===== src/core/scss_pkg.sv =====
package scss_pkg;

    // avalon word addresses, one 32-bit word per register
    localparam logic [3:0] SCSS_ADDR_OSC_CTRL = 4'h0;  // oscillator_control
    localparam logic [3:0] SCSS_ADDR_PLL_CFG = 4'h1;   // pll divider fields
    localparam logic [3:0] SCSS_ADDR_BOOT_CFG = 4'h2;  // nonvolatile config image
    localparam logic [3:0] SCSS_ADDR_FREQ_LO = 4'h3;   // computed fosc, low word
    localparam logic [3:0] SCSS_ADDR_FREQ_HI = 4'h4;   // computed fosc, high word
    localparam logic [3:0] SCSS_ADDR_FCY = 4'h5;       // computed cpu rate
    localparam logic [3:0] SCSS_ADDR_VCO = 4'h6;       // computed vco rate
    localparam logic [3:0] SCSS_ADDR_DOZE = 4'h7;      // doze ratio

    // oscillator_control field positions
    localparam int SCSS_ACT_LSB = 12;  // active_clock_source 14:12
    localparam int SCSS_REQ_LSB = 8;   // requested_clock_source 10:8
    localparam int SCSS_SW_BIT = 0;    // switch request bit

    // pll_cfg field positions
    localparam int SCSS_PRE_LSB = 0;   // pll_input_divider 4:0
    localparam int SCSS_POST_LSB = 6;  // pll_output_divider 7:6
    localparam int SCSS_DIV_LSB = 16;  // pll_feedback_multiplier 24:16

    // boot_cfg field positions
    localparam int SCSS_INIT_LSB = 0;  // initial_osc_select 2:0
    localparam int SCSS_KIND_LSB = 4;  // primary_osc_kind 5:4
    localparam int SCSS_PIN_BIT = 8;   // second_pin_function_sel

    // source encodings
    localparam logic [2:0] SCSS_SRC_FRC = 3'h0;
    localparam logic [2:0] SCSS_SRC_FAST_RC_WITH_PLL_MODE = 3'h1;
    localparam logic [2:0] SCSS_SRC_PRI = 3'h2;
    localparam logic [2:0] SCSS_SRC_PRIPLL = 3'h3;
    localparam logic [2:0] SCSS_SRC_RSVD = 3'h4;
    localparam logic [2:0] SCSS_SRC_LOW_POWER_RC_OSC = 3'h5;
    localparam logic [2:0] SCSS_SRC_FRC16 = 3'h6;
    localparam logic [2:0] SCSS_SRC_FAST_RC_DIV_N_MODE = 3'h7;

    // primary kind encodings
    localparam logic [1:0] SCSS_KIND_EC = 2'h0;
    localparam logic [1:0] SCSS_KIND_XT = 2'h1;
    localparam logic [1:0] SCSS_KIND_HS = 2'h2;

    // reset values
    localparam logic [2:0] SCSS_ERASED_SRC = 3'h7;  // erased device start source
    localparam logic [4:0] SCSS_PRE_RST = 5'h00;
    localparam logic [1:0] SCSS_POST_RST = 2'h0;
    localparam logic [8:0] SCSS_DIV_RST = 9'h000;
    localparam logic [2:0] SCSS_DOZE_RST = 3'h0;

    // cycles a source change takes before it is reported active
    localparam int SCSS_SWITCH_CYC = 4;

    typedef enum logic [1:0] {
        SCSS_IDLE,
        SCSS_SWITCH,
        SCSS_CALC
    } scss_state_t;

endpackage : scss_pkg


===== src/core/scss_top.sv =====
// Decided for this implementation: the placing of the registers and register access over Avalon-MM.
`timescale 1ns/10ps
// Overview of operation
// - cpu rate is system rate halved
// - fosc = fin*(m+2)/((pre+2)*2*(post+1)) in pll modes, else fin
// - vco = fin*(m+2)/(pre+2) in pll modes, else 0
// - initial select picks startup source
// - primary kind picks crystal or external
// - erased device starts fast rc div-n
// - active source readable in bits 14:12
// - requested source writable in bits 10:8
// - config bit sets second pin function unless a crystal uses it
// - doze ratio is only stored and read back; the cpu rate ignores it
module scss_top
    import scss_pkg::*;
#(
    parameter logic [31:0] FRC_HZ = 32'h0070_0000,  // fast rc rate, plain default
    parameter logic [31:0] LOW_POWER_RC_OSC_HZ = 32'h0000_8000, // low power rc rate, plain default
    parameter logic [31:0] PRI_HZ = 32'h0080_0000   // primary input rate, plain default
) (
    input wire logic sys_clk_i,
    input wire logic rst_i,
    // avalon-mm slave
    input wire logic [3:0] avs_address_i,
    input wire logic avs_read_i,
    input wire logic avs_write_i,
    input wire logic [31:0] avs_writedata_i,
    input wire logic [3:0] avs_byteenable_i,
    output logic [31:0] avs_readdata_o,
    output logic avs_waitrequest_o,
    // nonvolatile configuration, from pins
    input wire logic [2:0] initial_osc_select_i,
    input wire logic [1:0] primary_osc_kind_i,
    input wire logic second_pin_function_sel_i,
    input wire logic cfg_valid_i,
    // oscillator steering outputs
    output logic [2:0] active_clock_source_o,
    output logic primary_crystal_en_o,
    output logic primary_high_gain_o,
    output logic pll_en_o,
    output logic second_pin_is_io_o
);
    typedef struct packed {
        scss_state_t state;
        logic [2:0] act;        // active_clock_source
        logic [2:0] req;        // requested_clock_source
        logic [2:0] init_sel;   // latched initial_osc_select
        logic [1:0] kind;       // latched primary_osc_kind
        logic pin_io;           // latched second_pin_function_sel
        logic cfg_done;         // configuration captured
        logic [4:0] pre;        // pll_input_divider
        logic [1:0] post;       // pll_output_divider
        logic [8:0] mul;        // pll_feedback_multiplier
        logic [2:0] doze;       // doze ratio, 0 means 1:1
        logic [3:0] sw_cnt;     // switch settle count
        logic [1:0] calc_step;  // 0 fosc, 1 vco
        logic [47:0] fosc;      // system oscillator rate
        logic [31:0] vco;       // vco rate
        logic [31:0] rdata;
        logic ack;              // one-cycle bus answer
    } scss_st_t;

    scss_st_t st_r, st_nxt;

    // two-flop synchronisers for configuration pins
    logic [6:0] cfg_meta_r, cfg_sync_r;

    always_ff @(posedge sys_clk_i or posedge rst_i) begin
        if (rst_i) begin
            cfg_meta_r <= '0;
            cfg_sync_r <= '0;
        end else begin
            cfg_meta_r <= {cfg_valid_i, second_pin_function_sel_i, primary_osc_kind_i, initial_osc_select_i};
            cfg_sync_r <= cfg_meta_r;
        end
    end

    // divider shared by both rate equations
    logic div_start;
    logic div_busy;
    logic [47:0] div_num, div_den, div_quo;

    scss_div #(.W(48)) u_div (
        .sys_clk_i(sys_clk_i),
        .rst_i(rst_i),
        .start_i(div_start),
        .num_i(div_num),
        .den_i(div_den),
        .busy_o(div_busy),
        .quo_o(div_quo)
    );

    // input rate to the pll follows the active source
    logic [31:0] pll_input_freq;
    always_comb begin
        case (st_r.act)
            SCSS_SRC_PRI, SCSS_SRC_PRIPLL: pll_input_freq = PRI_HZ;
            SCSS_SRC_LOW_POWER_RC_OSC: pll_input_freq = LOW_POWER_RC_OSC_HZ;
            default: pll_input_freq = FRC_HZ;
        endcase
    end

    logic pll_on;
    assign pll_on = (st_r.act == SCSS_SRC_PRIPLL) || (st_r.act == SCSS_SRC_FAST_RC_WITH_PLL_MODE);

    logic [47:0] m_term, n1_term, n2_term;
    assign m_term = 48'(st_r.mul) + 48'h2;
    assign n1_term = 48'(st_r.pre) + 48'h2;
    assign n2_term = (48'(st_r.post) + 48'h1) << 1;

    logic bus_req;
    assign bus_req = (avs_read_i || avs_write_i) && !st_r.ack;

    // the taking edge is the one where waitrequest is low; writes land only there
    // so a master that drops its request early never leaves half a write behind
    logic bus_take;
    assign bus_take = (avs_read_i || avs_write_i) && st_r.ack;

    // next state: bus decode, switch sequencing and rate calculation
    always_comb begin
        st_nxt = st_r;
        st_nxt.ack = bus_req;
        div_start = 1'b0;
        div_num = 48'(pll_input_freq) * m_term;
        div_den = (st_r.calc_step == 2'h0) ? n1_term * n2_term : n1_term;

        // capture configuration once the fuses are valid
        if (!st_r.cfg_done && cfg_sync_r[6]) begin
            st_nxt.cfg_done = 1'b1;
            st_nxt.init_sel = cfg_sync_r[2:0];
            st_nxt.kind = cfg_sync_r[4:3];
            st_nxt.pin_io = cfg_sync_r[5];
            st_nxt.req = cfg_sync_r[2:0];
            st_nxt.state = SCSS_SWITCH;
            st_nxt.sw_cnt = '0;
        end

        case (st_r.state)
            SCSS_IDLE: begin
                // a new request differing from active, other than the reserved code, starts a switch
                if (st_r.req != st_r.act && st_r.req != SCSS_SRC_RSVD) begin
                    st_nxt.state = SCSS_SWITCH;
                    st_nxt.sw_cnt = '0;
                end
            end
            SCSS_SWITCH: begin
                st_nxt.sw_cnt = st_r.sw_cnt + 4'h1;
                if (st_r.sw_cnt == 4'(SCSS_SWITCH_CYC - 1)) begin
                    st_nxt.act = st_r.req;
                    st_nxt.state = SCSS_CALC;
                    st_nxt.calc_step = 2'h0;
                end
            end
            SCSS_CALC: begin
                // step 0 starts fosc, step 1 takes fosc and starts vco, step 2 takes vco
                // the divider is busy in the cycle after a start, so each step sees its own result
                case (st_r.calc_step)
                    2'h0: begin
                        if (!div_busy) begin
                            div_start = 1'b1;
                            st_nxt.calc_step = 2'h1;
                        end
                    end
                    2'h1: begin
                        if (!div_busy) begin
                            st_nxt.fosc = pll_on ? div_quo : 48'(pll_input_freq);
                            div_start = 1'b1;
                            st_nxt.calc_step = 2'h2;
                        end
                    end
                    default: begin
                        if (!div_busy) begin
                            st_nxt.vco = pll_on ? div_quo[31:0] : 32'h0;
                            st_nxt.calc_step = 2'h0;
                            st_nxt.state = SCSS_IDLE;
                        end
                    end
                endcase
            end
            default: st_nxt.state = SCSS_IDLE;
        endcase

        // register writes, gated by byte lanes 0, 1 and 2+3, applied at the taking edge only
        if (bus_take && avs_write_i) begin
            case (avs_address_i)
                SCSS_ADDR_OSC_CTRL: begin
                    if (avs_byteenable_i[1]) begin
                        st_nxt.req = avs_writedata_i[SCSS_REQ_LSB +: 3];
                    end
                end
                SCSS_ADDR_PLL_CFG: begin
                    if (avs_byteenable_i[0]) begin
                        st_nxt.pre = avs_writedata_i[SCSS_PRE_LSB +: 5];
                        st_nxt.post = avs_writedata_i[SCSS_POST_LSB +: 2];
                    end
                    if (avs_byteenable_i[2] && avs_byteenable_i[3]) begin
                        st_nxt.mul = avs_writedata_i[SCSS_DIV_LSB +: 9];
                    end
                    if (st_r.state == SCSS_IDLE) begin
                        st_nxt.state = SCSS_CALC;
                        st_nxt.calc_step = 2'h0;
                    end
                end
                SCSS_ADDR_DOZE: begin
                    if (avs_byteenable_i[0]) begin
                        st_nxt.doze = avs_writedata_i[2:0];
                    end
                end
                default: ;  // read-only or unmapped: write ignored
            endcase
        end

        // read mux; unmapped reads return zero
        if (bus_req && avs_read_i) begin
            case (avs_address_i)
                SCSS_ADDR_OSC_CTRL:
                    st_nxt.rdata = {16'h0000, 1'b0, st_r.act, 1'b0, st_r.req, 8'h00};
                SCSS_ADDR_PLL_CFG:
                    st_nxt.rdata = {7'h00, st_r.mul, 8'h00, st_r.post, 1'b0, st_r.pre};
                SCSS_ADDR_BOOT_CFG:
                    st_nxt.rdata = {23'h0, st_r.pin_io, 2'h0, st_r.kind, 1'b0, st_r.init_sel};
                SCSS_ADDR_FREQ_LO: st_nxt.rdata = st_r.fosc[31:0];
                SCSS_ADDR_FREQ_HI: st_nxt.rdata = {16'h0000, st_r.fosc[47:32]};
                SCSS_ADDR_FCY: st_nxt.rdata = st_r.fosc[32:1];
                SCSS_ADDR_VCO: st_nxt.rdata = st_r.vco;
                SCSS_ADDR_DOZE: st_nxt.rdata = {29'h0, st_r.doze};
                default: st_nxt.rdata = 32'h0000_0000;
            endcase
        end
    end

    // single state register; erased device defaults on reset
    always_ff @(posedge sys_clk_i or posedge rst_i) begin
        if (rst_i) begin
            st_r <= '0;
            st_r.state <= SCSS_IDLE;
            st_r.act <= SCSS_ERASED_SRC;
            st_r.req <= SCSS_ERASED_SRC;
            st_r.init_sel <= SCSS_ERASED_SRC;
            st_r.pre <= SCSS_PRE_RST;
            st_r.post <= SCSS_POST_RST;
            st_r.mul <= SCSS_DIV_RST;
            st_r.doze <= SCSS_DOZE_RST;
        end else begin
            st_r <= st_nxt;
        end
    end

    // bus answers the cycle after a request is seen
    assign avs_waitrequest_o = (avs_read_i || avs_write_i) && !st_r.ack;
    assign avs_readdata_o = st_r.rdata;

    // oscillator steering; kind matters only for primary sources
    logic pri_sel;
    assign pri_sel = (st_r.act == SCSS_SRC_PRI) || (st_r.act == SCSS_SRC_PRIPLL);
    assign active_clock_source_o = st_r.act;
    assign primary_crystal_en_o = pri_sel && (st_r.kind != SCSS_KIND_EC);
    assign primary_high_gain_o = pri_sel && (st_r.kind == SCSS_KIND_HS);
    assign pll_en_o = pll_on;
    // pin is free only when no crystal uses it
    assign second_pin_is_io_o = !primary_crystal_en_o && st_r.pin_io;

    // assertions
    property p_req_reaches_act;
        @(posedge sys_clk_i) disable iff (rst_i)
        (st_r.state == SCSS_SWITCH && st_r.sw_cnt == 4'(SCSS_SWITCH_CYC - 1)) |=> (st_r.act == $past(st_r.req));
    endproperty
    a_req_reaches_act: assert property (p_req_reaches_act) else $error("active source missed request");

    property p_bus_one_wait;
        @(posedge sys_clk_i) disable iff (rst_i)
        $rose(avs_read_i || avs_write_i) |-> avs_waitrequest_o ##1 !avs_waitrequest_o;
    endproperty
    a_bus_one_wait: assert property (p_bus_one_wait) else $error("bus answer not one wait");

    property p_no_reserved_act;
        @(posedge sys_clk_i) disable iff (rst_i)
        st_r.act != SCSS_SRC_RSVD;
    endproperty
    a_no_reserved_act: assert property (p_no_reserved_act) else $error("reserved source active");

    property p_kind_ignored;
        @(posedge sys_clk_i) disable iff (rst_i)
        !pri_sel |-> !primary_crystal_en_o && !primary_high_gain_o;
    endproperty
    a_kind_ignored: assert property (p_kind_ignored) else $error("kind used by internal source");

    // a taken write of the control word must show in the requested field
    property p_req_write_lands;
        @(posedge sys_clk_i) disable iff (rst_i)
        (avs_write_i && !avs_waitrequest_o && avs_address_i == SCSS_ADDR_OSC_CTRL && avs_byteenable_i[1])
            |=> (st_r.req == $past(avs_writedata_i[SCSS_REQ_LSB +: 3]));
    endproperty
    a_req_write_lands: assert property (p_req_write_lands) else $error("requested source write lost");

    // the active source moves only out of the switch sequence
    property p_act_held;
        @(posedge sys_clk_i) disable iff (rst_i)
        (st_r.state != SCSS_SWITCH) |=> $stable(st_r.act);
    endproperty
    a_act_held: assert property (p_act_held) else $error("active source moved outside switch");

    // pll runs only for the two pll modes
    property p_pll_only_pll_src;
        @(posedge sys_clk_i) disable iff (rst_i)
        pll_en_o |-> (active_clock_source_o == SCSS_SRC_FAST_RC_WITH_PLL_MODE || active_clock_source_o == SCSS_SRC_PRIPLL);
    endproperty
    a_pll_only_pll_src: assert property (p_pll_only_pll_src) else $error("pll on for non-pll source");

    // waitrequest is only raised against a live request
    property p_wait_needs_req;
        @(posedge sys_clk_i) disable iff (rst_i)
        avs_waitrequest_o |-> (avs_read_i || avs_write_i);
    endproperty
    a_wait_needs_req: assert property (p_wait_needs_req) else $error("waitrequest without request");

    // the second pin is never handed to io while a crystal drives it
    property p_pin_io_needs_free;
        @(posedge sys_clk_i) disable iff (rst_i)
        second_pin_is_io_o |-> !primary_crystal_en_o;
    endproperty
    a_pin_io_needs_free: assert property (p_pin_io_needs_free) else $error("second pin io with crystal");

    // the configuration image is latched once; its initial select must match the synchronised pins
    property p_boot_capture;
        @(posedge sys_clk_i) disable iff (rst_i)
        (!st_r.cfg_done && cfg_sync_r[6]) |=> (st_r.cfg_done && st_r.init_sel == $past(cfg_sync_r[2:0]));
    endproperty
    a_boot_capture: assert property (p_boot_capture) else $error("initial select not captured");

    // high gain is a crystal mode, never an external clock mode
    property p_high_gain_crystal;
        @(posedge sys_clk_i) disable iff (rst_i)
        primary_high_gain_o |-> primary_crystal_en_o;
    endproperty
    a_high_gain_crystal: assert property (p_high_gain_crystal) else $error("high gain without crystal");

endmodule : scss_top


===== src/core/scss_div.sv =====
`timescale 1ns/10ps
// sequential restoring divider, one quotient bit per cycle
module scss_div #(
    parameter int W = 48
) (
    input wire logic sys_clk_i,
    input wire logic rst_i,
    input wire logic start_i,
    input wire logic [W-1:0] num_i,
    input wire logic [W-1:0] den_i,
    output logic busy_o,
    output logic [W-1:0] quo_o
);
    typedef struct packed {
        logic [W-1:0] rem;   // partial remainder
        logic [W-1:0] q;     // numerator shifting into quotient
        logic [W-1:0] den;   // held divisor
        logic [7:0] cnt;     // bits left
        logic busy;
    } scss_div_st_t;

    scss_div_st_t st_r, st_nxt;
    logic [W:0] trial;

    // one shift-subtract step per clock
    always_comb begin
        st_nxt = st_r;
        trial = '0;
        if (start_i && !st_r.busy) begin
            st_nxt.rem = '0;
            st_nxt.q = num_i;
            st_nxt.den = den_i;
            st_nxt.cnt = 8'(W);
            st_nxt.busy = 1'b1;
        end else if (st_r.busy) begin
            trial = {st_r.rem, st_r.q[W-1]} - {1'b0, st_r.den};
            if (!trial[W]) begin
                st_nxt.rem = trial[W-1:0];
                st_nxt.q = {st_r.q[W-2:0], 1'b1};
            end else begin
                st_nxt.rem = {st_r.rem[W-2:0], st_r.q[W-1]};
                st_nxt.q = {st_r.q[W-2:0], 1'b0};
            end
            st_nxt.cnt = st_r.cnt - 8'h01;
            st_nxt.busy = (st_r.cnt != 8'h01);
        end
    end

    always_ff @(posedge sys_clk_i or posedge rst_i) begin
        if (rst_i) begin
            st_r <= '0;
        end else begin
            st_r <= st_nxt;
        end
    end

    assign busy_o = st_r.busy;
    assign quo_o = st_r.q;

endmodule : scss_div


===== config.mk =====
export PLATFORM = sky130hd
export DESIGN_NAME = scss_top
export DESIGN_NICKNAME = d
export VERILOG_FILES = /design/src/core/scss_pkg.sv /design/src/core/scss_top.sv /design/src/core/scss_div.sv
export SDC_FILE = /design/constraint.sdc
export NUM_CORES = 1
export LEC_CHECK = 0
export ABC_CLOCK_PERIOD_IN_PS = 16700
export BUFFER_PORTS_ARGS = -buffer_cell sky130_fd_sc_hd__buf_2
export CAP_MARGIN = 20
export CORE_ASPECT_RATIO = 0.9
export CORE_MARGIN = 2
export CORE_UTILIZATION = 50
export DETAILED_ROUTE_END_ITERATION = 8
export GPL_ROUTABILITY_DRIVEN = 0
export GPL_TIMING_DRIVEN = 0
export PLACE_DENSITY = 0.76
export SLEW_MARGIN = 5
export SYNTH_ARGS = -nofsm -noshare
export SYNTH_HDL_FRONTEND = slang
export SYNTH_SLANG_ARGS = --single-unit

===== constraint.sdc =====
create_clock -name sys_clk_i -period 16.7 [get_ports sys_clk_i]
set_input_delay 0.835 -clock sys_clk_i [delete_from_list [all_inputs] [get_ports sys_clk_i]]
set_output_delay 0.835 -clock sys_clk_i [all_outputs]
set_load 0.05 [all_outputs]

**Yosys cells after proc, flatten, opt, wreduce, memory -nomap -nowiden**

Index checks and enable logic that the tools add are counted.

- Register bits after elaboration: 320
- Bits of input ports: 51
- Output and inout port bits: 40
- Logic and storage cells: 122

- $add $sub $neg: 6
- $mul: 2
- Equality and inequality tests: 19
- Multiplexer cells: 38
- Bitwise logic cells: 2
- Reduce and logical (&&, ||, !) cells: 31

Operators by type and width:

| operator | number |
|---|---|
| two-way mux 96 bit | 3 |
| one-hot mux 32 bit (8 select lines) | 1 |
| two-way mux 50 bit | 1 |
| subtractor 49 x 48 -> 49 bit | 1 |
| two-way mux 48 bit | 1 |
| one-hot mux 24 bit (2 select lines) | 1 |
| multiplier 32 x 10 -> 42 bit | 1 |
| two-way mux 32 bit | 1 |
| two-way mux 2 bit | 13 |
| two-way mux 10 bit | 2 |
| two-way mux 9 bit | 2 |
| equality test 4 x 3 -> 1 bit, second input constant | 4 |
| AND reduction 3 bit | 5 |
| equality test 4 x 2 -> 1 bit, second input constant | 3 |
| logical AND 1 bit | 11 |
| adder 9 x 2 -> 10 bit, second input constant | 1 |
| multiplier 6 x 3 -> 9 bit | 1 |
| two-way mux 3 bit | 3 |
| two-way mux 4 bit | 2 |
| inequality test 8 x 1 -> 1 bit, second input constant | 1 |
| one-hot mux 2 bit (2 select lines) | 2 |
| one-hot mux 4 bit (2 select lines) | 1 |
| subtractor 8 x 1 -> 8 bit, second input constant | 1 |
| adder 5 x 2 -> 6 bit, second input constant | 1 |
| 21 further kinds | 35 |

**Depth between registers and ports, before layout**

- Depth after elaboration: 10
- Gate-level depth with buffers: 23
- Depth with buffers taken out: 22

**Hierarchy**

A second synthesis with hierarchy kept.

- Cells, all modules: 2,214
- Area, all modules: 20,101.8 um^2

By module, submodules not included:

| module | instances | cells an instance | area each (um^2) | seq. area each (um^2) |
|---|---|---|---|---|
| scss_top | 1 | 1,065 | 10,139.7 | 4,190.3 |
| scss_div | 1 | 1,149 | 9,962.1 | 3,828.7 |

**Worst setup path after synthesis**

OpenSTA, ideal clock, no wires.

- Kind: flip-flop to flip-flop
- From: reg st_r (netlist bit active_clock_source_o[2])
- To: reg u_div.st_r (netlist bit u_div.quo_o[34])
- Library setup time: 0.120 ns
- Data arrival time: 5.152 ns
- Data required time: 16.580 ns
- Setup slack: 11.429 ns
- Cell stages (with the launch flop): 21
- Path buffers: 2
- Period minus slack after synthesis: 5.271 ns
- Cell sequence: dfstp_2 clkbuf_1 nand2b_1 clkbuf_1 nand2_1 nor2_1 inv_1 fa_1 inv_1 ha_1 ha_1 ha_1 fa_1 ha_1 nor2b_1 a31oi_1 a21oi_1 a21oi_1 a21oi_1 or4_1 and3_1

- Word-level cells in the longest chain between the ends: 5
- Elaborated cells between the ends (all ways): 7
- Classes of those cells: 1 x mul; 3 x eq/ne; 2 x mux; 1 x reduce/logical

Ends and longest elaborated chain:

| element | line | RTL |
|---|---|---|
| start, declared | scss_top.sv:63 | `scss_st_t st_r, st_nxt;` |
| start signal, assigned | scss_top.sv:245 | `st_r <= st_nxt;` |
| equality test 3 x 2 -> 1 bit | scss_top.sv:96 | `case (st_r.act)` |
| OR reduction 2 bit | scss_top.sv:96 |  |
| one-hot mux 24 bit (2 select lines) * | scss_top.sv:96 |  |
| multiplier 32 x 10 -> 42 bit * | scss_top.sv:124 | `div_num = 48'(pll_input_freq) * m_term;` |
| two-way mux 96 bit * | scss_div.sv:29 | `if (start_i && !st_r.busy) begin` |
| end signal, assigned | scss_div.sv:53 | `st_r <= st_nxt;` |
| end, declared | scss_div.sv:22 | `scss_div_st_t st_r, st_nxt;` |

Every way passes the cells marked *; elsewhere a longest branch is shown, timed or not.
A chain may end at the register's enable or synchronous reset.

**Worst setup path after layout**

Same ends and word-level chain as after synthesis.

==> metrics.txt <==
# fillers=2727; Total Wirelength=41.7 mm; number of buffers created by CTS=29; CP Launch Point=active_clock_source_o[2]; number of synthesized register bits=between 200 and 300; Arrival @ worst endpoint=6.86 ns; mux contribution to synthesized area=3.57%; latest clock arrival within the worst-skew pair=approximately 0.58 ns; # IOs=91; Cell Pwr Density=154 nW/µm²; GRT Total Usage=25.3%; Simple-Gate Fraction of Synth Area=between 15 and 20%; Antenna diodes=0; via count=13298; dpl hpwl=31.0 mm; DR WL/cell=18.3 µm; Yosys warnings=0; Slew @ Worst Pin=1.09 ns; Post-synth EDFFs=0; drc violations=0; CTS Sinks=282; synth-to-layout area growth=12.1%; Max VDD drop=0.113 mV; Worst slew margin=27.2%; Initial Util=50.5%; Chip Width=193 µm; crit path time final=6.39 ns; clk buf depth=3; fraction of layout cells with a size suffix above 1=12.2%; CTS tree=built; core area=31700 µm²; endpoint type of the worst setup path=flop; largest family of logic cells by synthesized area=simple AND/OR/NAND/NOR gates; Crit Path Max Fanout=10; reg-to-reg critical path startpoint=active_clock_source_o[2]; distinct cell type count after synthesis=78; GR Overflow Total=0; crit path launch type=flop; cts repair resizes=0; Row Count=62; # hold bufs at CTS=0; Leak=8.19 nW; Final Hold Vio Count=0; Clock Skew=0.0201 ns; final std cells w/o fill=2275; Synth Net Count=1890; required time of the worst setup path=~17 ns; Final Slew Violations=0; clock slew at reported path FFs=0.06 ns; Top FF cell, synth=dfrtp_1; vias in the first global route=13045; RSZ-0062 raised after global routing=false; post-CTS setup buffer count=0; # Max-Cap Violations=0; Compound-Gate Fraction of Synth Area=15.3%; fin crit share=38.3%; Reg-to-Reg End=u_div.quo_o[34]; Post-synth ARST share=100%; IO buf count=76; reg2reg setup slack=between 10 and 15 ns; largest net degree at the start of global routing=114; Initial DRC Count=1099; CP Class=flop to flop; setup_tns=0 ns; area of the mapped netlist=16000 µm²; Worst Setup EP=u_div.quo_o[34]; syn_area_per_cell=9.27 µm²; # H-tree levels=1; hold crit path type=input pin to asynchronous set/reset pin; adder-cell share of the synthesized area=9.88%; antenna violations before repair=0; Syn Inst Count=~1700; xor/xnor share of the synthesized area=3.28%; Inst Count DP=2222; # setup viols final=0; first-pass iteration count of the detailed router=5; outcome=finished clean; Die Height=174 µm; vias per cell=5.85; first-pass GRT wire length=around 68 mm; Routed Antenna Nets=0; Layout Nets=2000; fmax=0.156 GHz; die footprint=33500 µm²; sequential share of the synthesized area=approximately 44%; R2R depth=20; Root Driver=clkbuf_16
[worst max-delay path, stage by stage, from the launching register on]
cell and delay, ns:
dfstp_2 0.56, clkbuf_1 0.39, nand2b_1 0.19, clkbuf_1 0.55, nand2_1 0.34, nor2_1 0.27
inv_1 0.10, fa_1 0.54, inv_1 0.04, ha_1 0.29, ha_1 0.30, ha_1 0.32
fa_1 0.49, ha_1 0.34, nor2b_1 0.16, a31oi_1 0.21, a21oi_1 0.17, a21oi_1 0.28
a21oi_1 0.17, or4_1 0.40, and3_1 0.17
[layout make-up]
cell class              instances  area, µm²  area share (%)
flip-flops and latches        282       7070            39.4
clock inverters                10       93.8           0.523
repair buffers                 79        440            2.45
multi-input cells            1247       8000            44.6
clock buffers                  43        868            4.84
well taps                     416        520            2.90
plain buffers                 132        697            3.88
inverters                      66        255            1.42
[placed cells by master, fill, tap and decap left out, types with 25 or more instances in the layout]
| cell | count |
|---|---|
| nor3_1 | 26 |
| nor2_1 | 93 |
| a31oi_1 | 27 |
| buf_2 | 79 |
| clkbuf_1 | 84 |
| clkbuf_16 | 29 |
| xor2_1 | 28 |
| buf_4 | 35 |
| dfrtp_1 | 273 |
| nand3_1 | 47 |
| a21oi_1 | 52 |
| inv_1 | 64 |
| xnor2_1 | 32 |
| o21ai_0 | 172 |
| nand2_1 | 330 |
| a22oi_1 | 41 |
| mux2_2 | 25 |
| ha_1 | 88 |
| mux2i_1 | 29 |
[metal layers]
layer  part of all wire, %  GRT usage, %
met2                    47          41.1
met4                   3.1          7.57
met3                   7.6          4.55
met1                    42          34.6
met5                     0             0
[stage by stage]
stage	power (mW)	setup slack (ns)	hold WS, ns	util [%]	area (µm²)
after floorplan	1.80	8.10	0.331	-	16000
after global placement	2.06	5.08	0.334	53.3	16900
after detailed placement	2.10	10.37	0.337	53.5	17000
after CTS	2.76	10.33	0.319	56.6	17900
after global routing	2.95	9.98	0.330	56.6	17900
final	2.77	10.31	0.298	56.6	17900
[registers in the layout (all words and copies together), names as in the netlist]
| signal | count |
|---|---|
| st_r | 118 |
| u_div.st_r | 66 |
| u_div.quo_o | 48 |
| avs_readdata_o | 32 |
| cfg_meta_r | 7 |
| cfg_sync_r | 7 |
| active_clock_source_o | 3 |
| u_div.busy_o | 1 |
[worst min-delay path by stage]
| stage | start | end |
|---|---|---|
| 6_report | rst_i | u_div.st_r[140] |
| 5_1_grt | rst_i | u_div.st_r[138] |
| 4_1_cts | rst_i | u_div.st_r[141] |
| 3_5_place_dp | cfg_meta_r[3] | cfg_sync_r[3] |
| 3_3_place_gp | cfg_meta_r[3] | cfg_sync_r[3] |
| 2_1_floorplan | cfg_meta_r[0] | cfg_sync_r[0] |
[power breakdown]
group	switching [mW]	leakage [nW]	internal [mW]
clock network	0.279	0.484	0.376
registers	0.153	3.69	0.840
logic	0.708	4.01	0.413
[logic make-up (layout without fill, tap and decap cells)]
family / Yosys count / after routing
flip-flops: 282 / 282
AND/OR/NAND/NOR: 626 / 626
AO/OA/AOI/OAI: 395 / 395
XOR/XNOR: 60 / 60
buffers and inverters: 198 / 330
adder cells (fa/ha/maj): 112 / 112
multiplexers: 54 / 54
[synth_stat cells, drive strengths merged, types with 24 or more instances]
cell	instances	area, µm²
mux2	25	282
mux2i	29	290
nand2	330	1240
a31oi	27	169
xnor2	32	280
fa	24	480
clkbuf	82	338
inv	65	244
xor2	28	245
nor2	94	369
a21oi	52	260
buf	50	359
dfrtp	273	6830
a22oi	41	308
o21ai	174	875
nor3	26	130
nand3	47	235
ha	88	1100
Power figures use the tool's default switching activity.
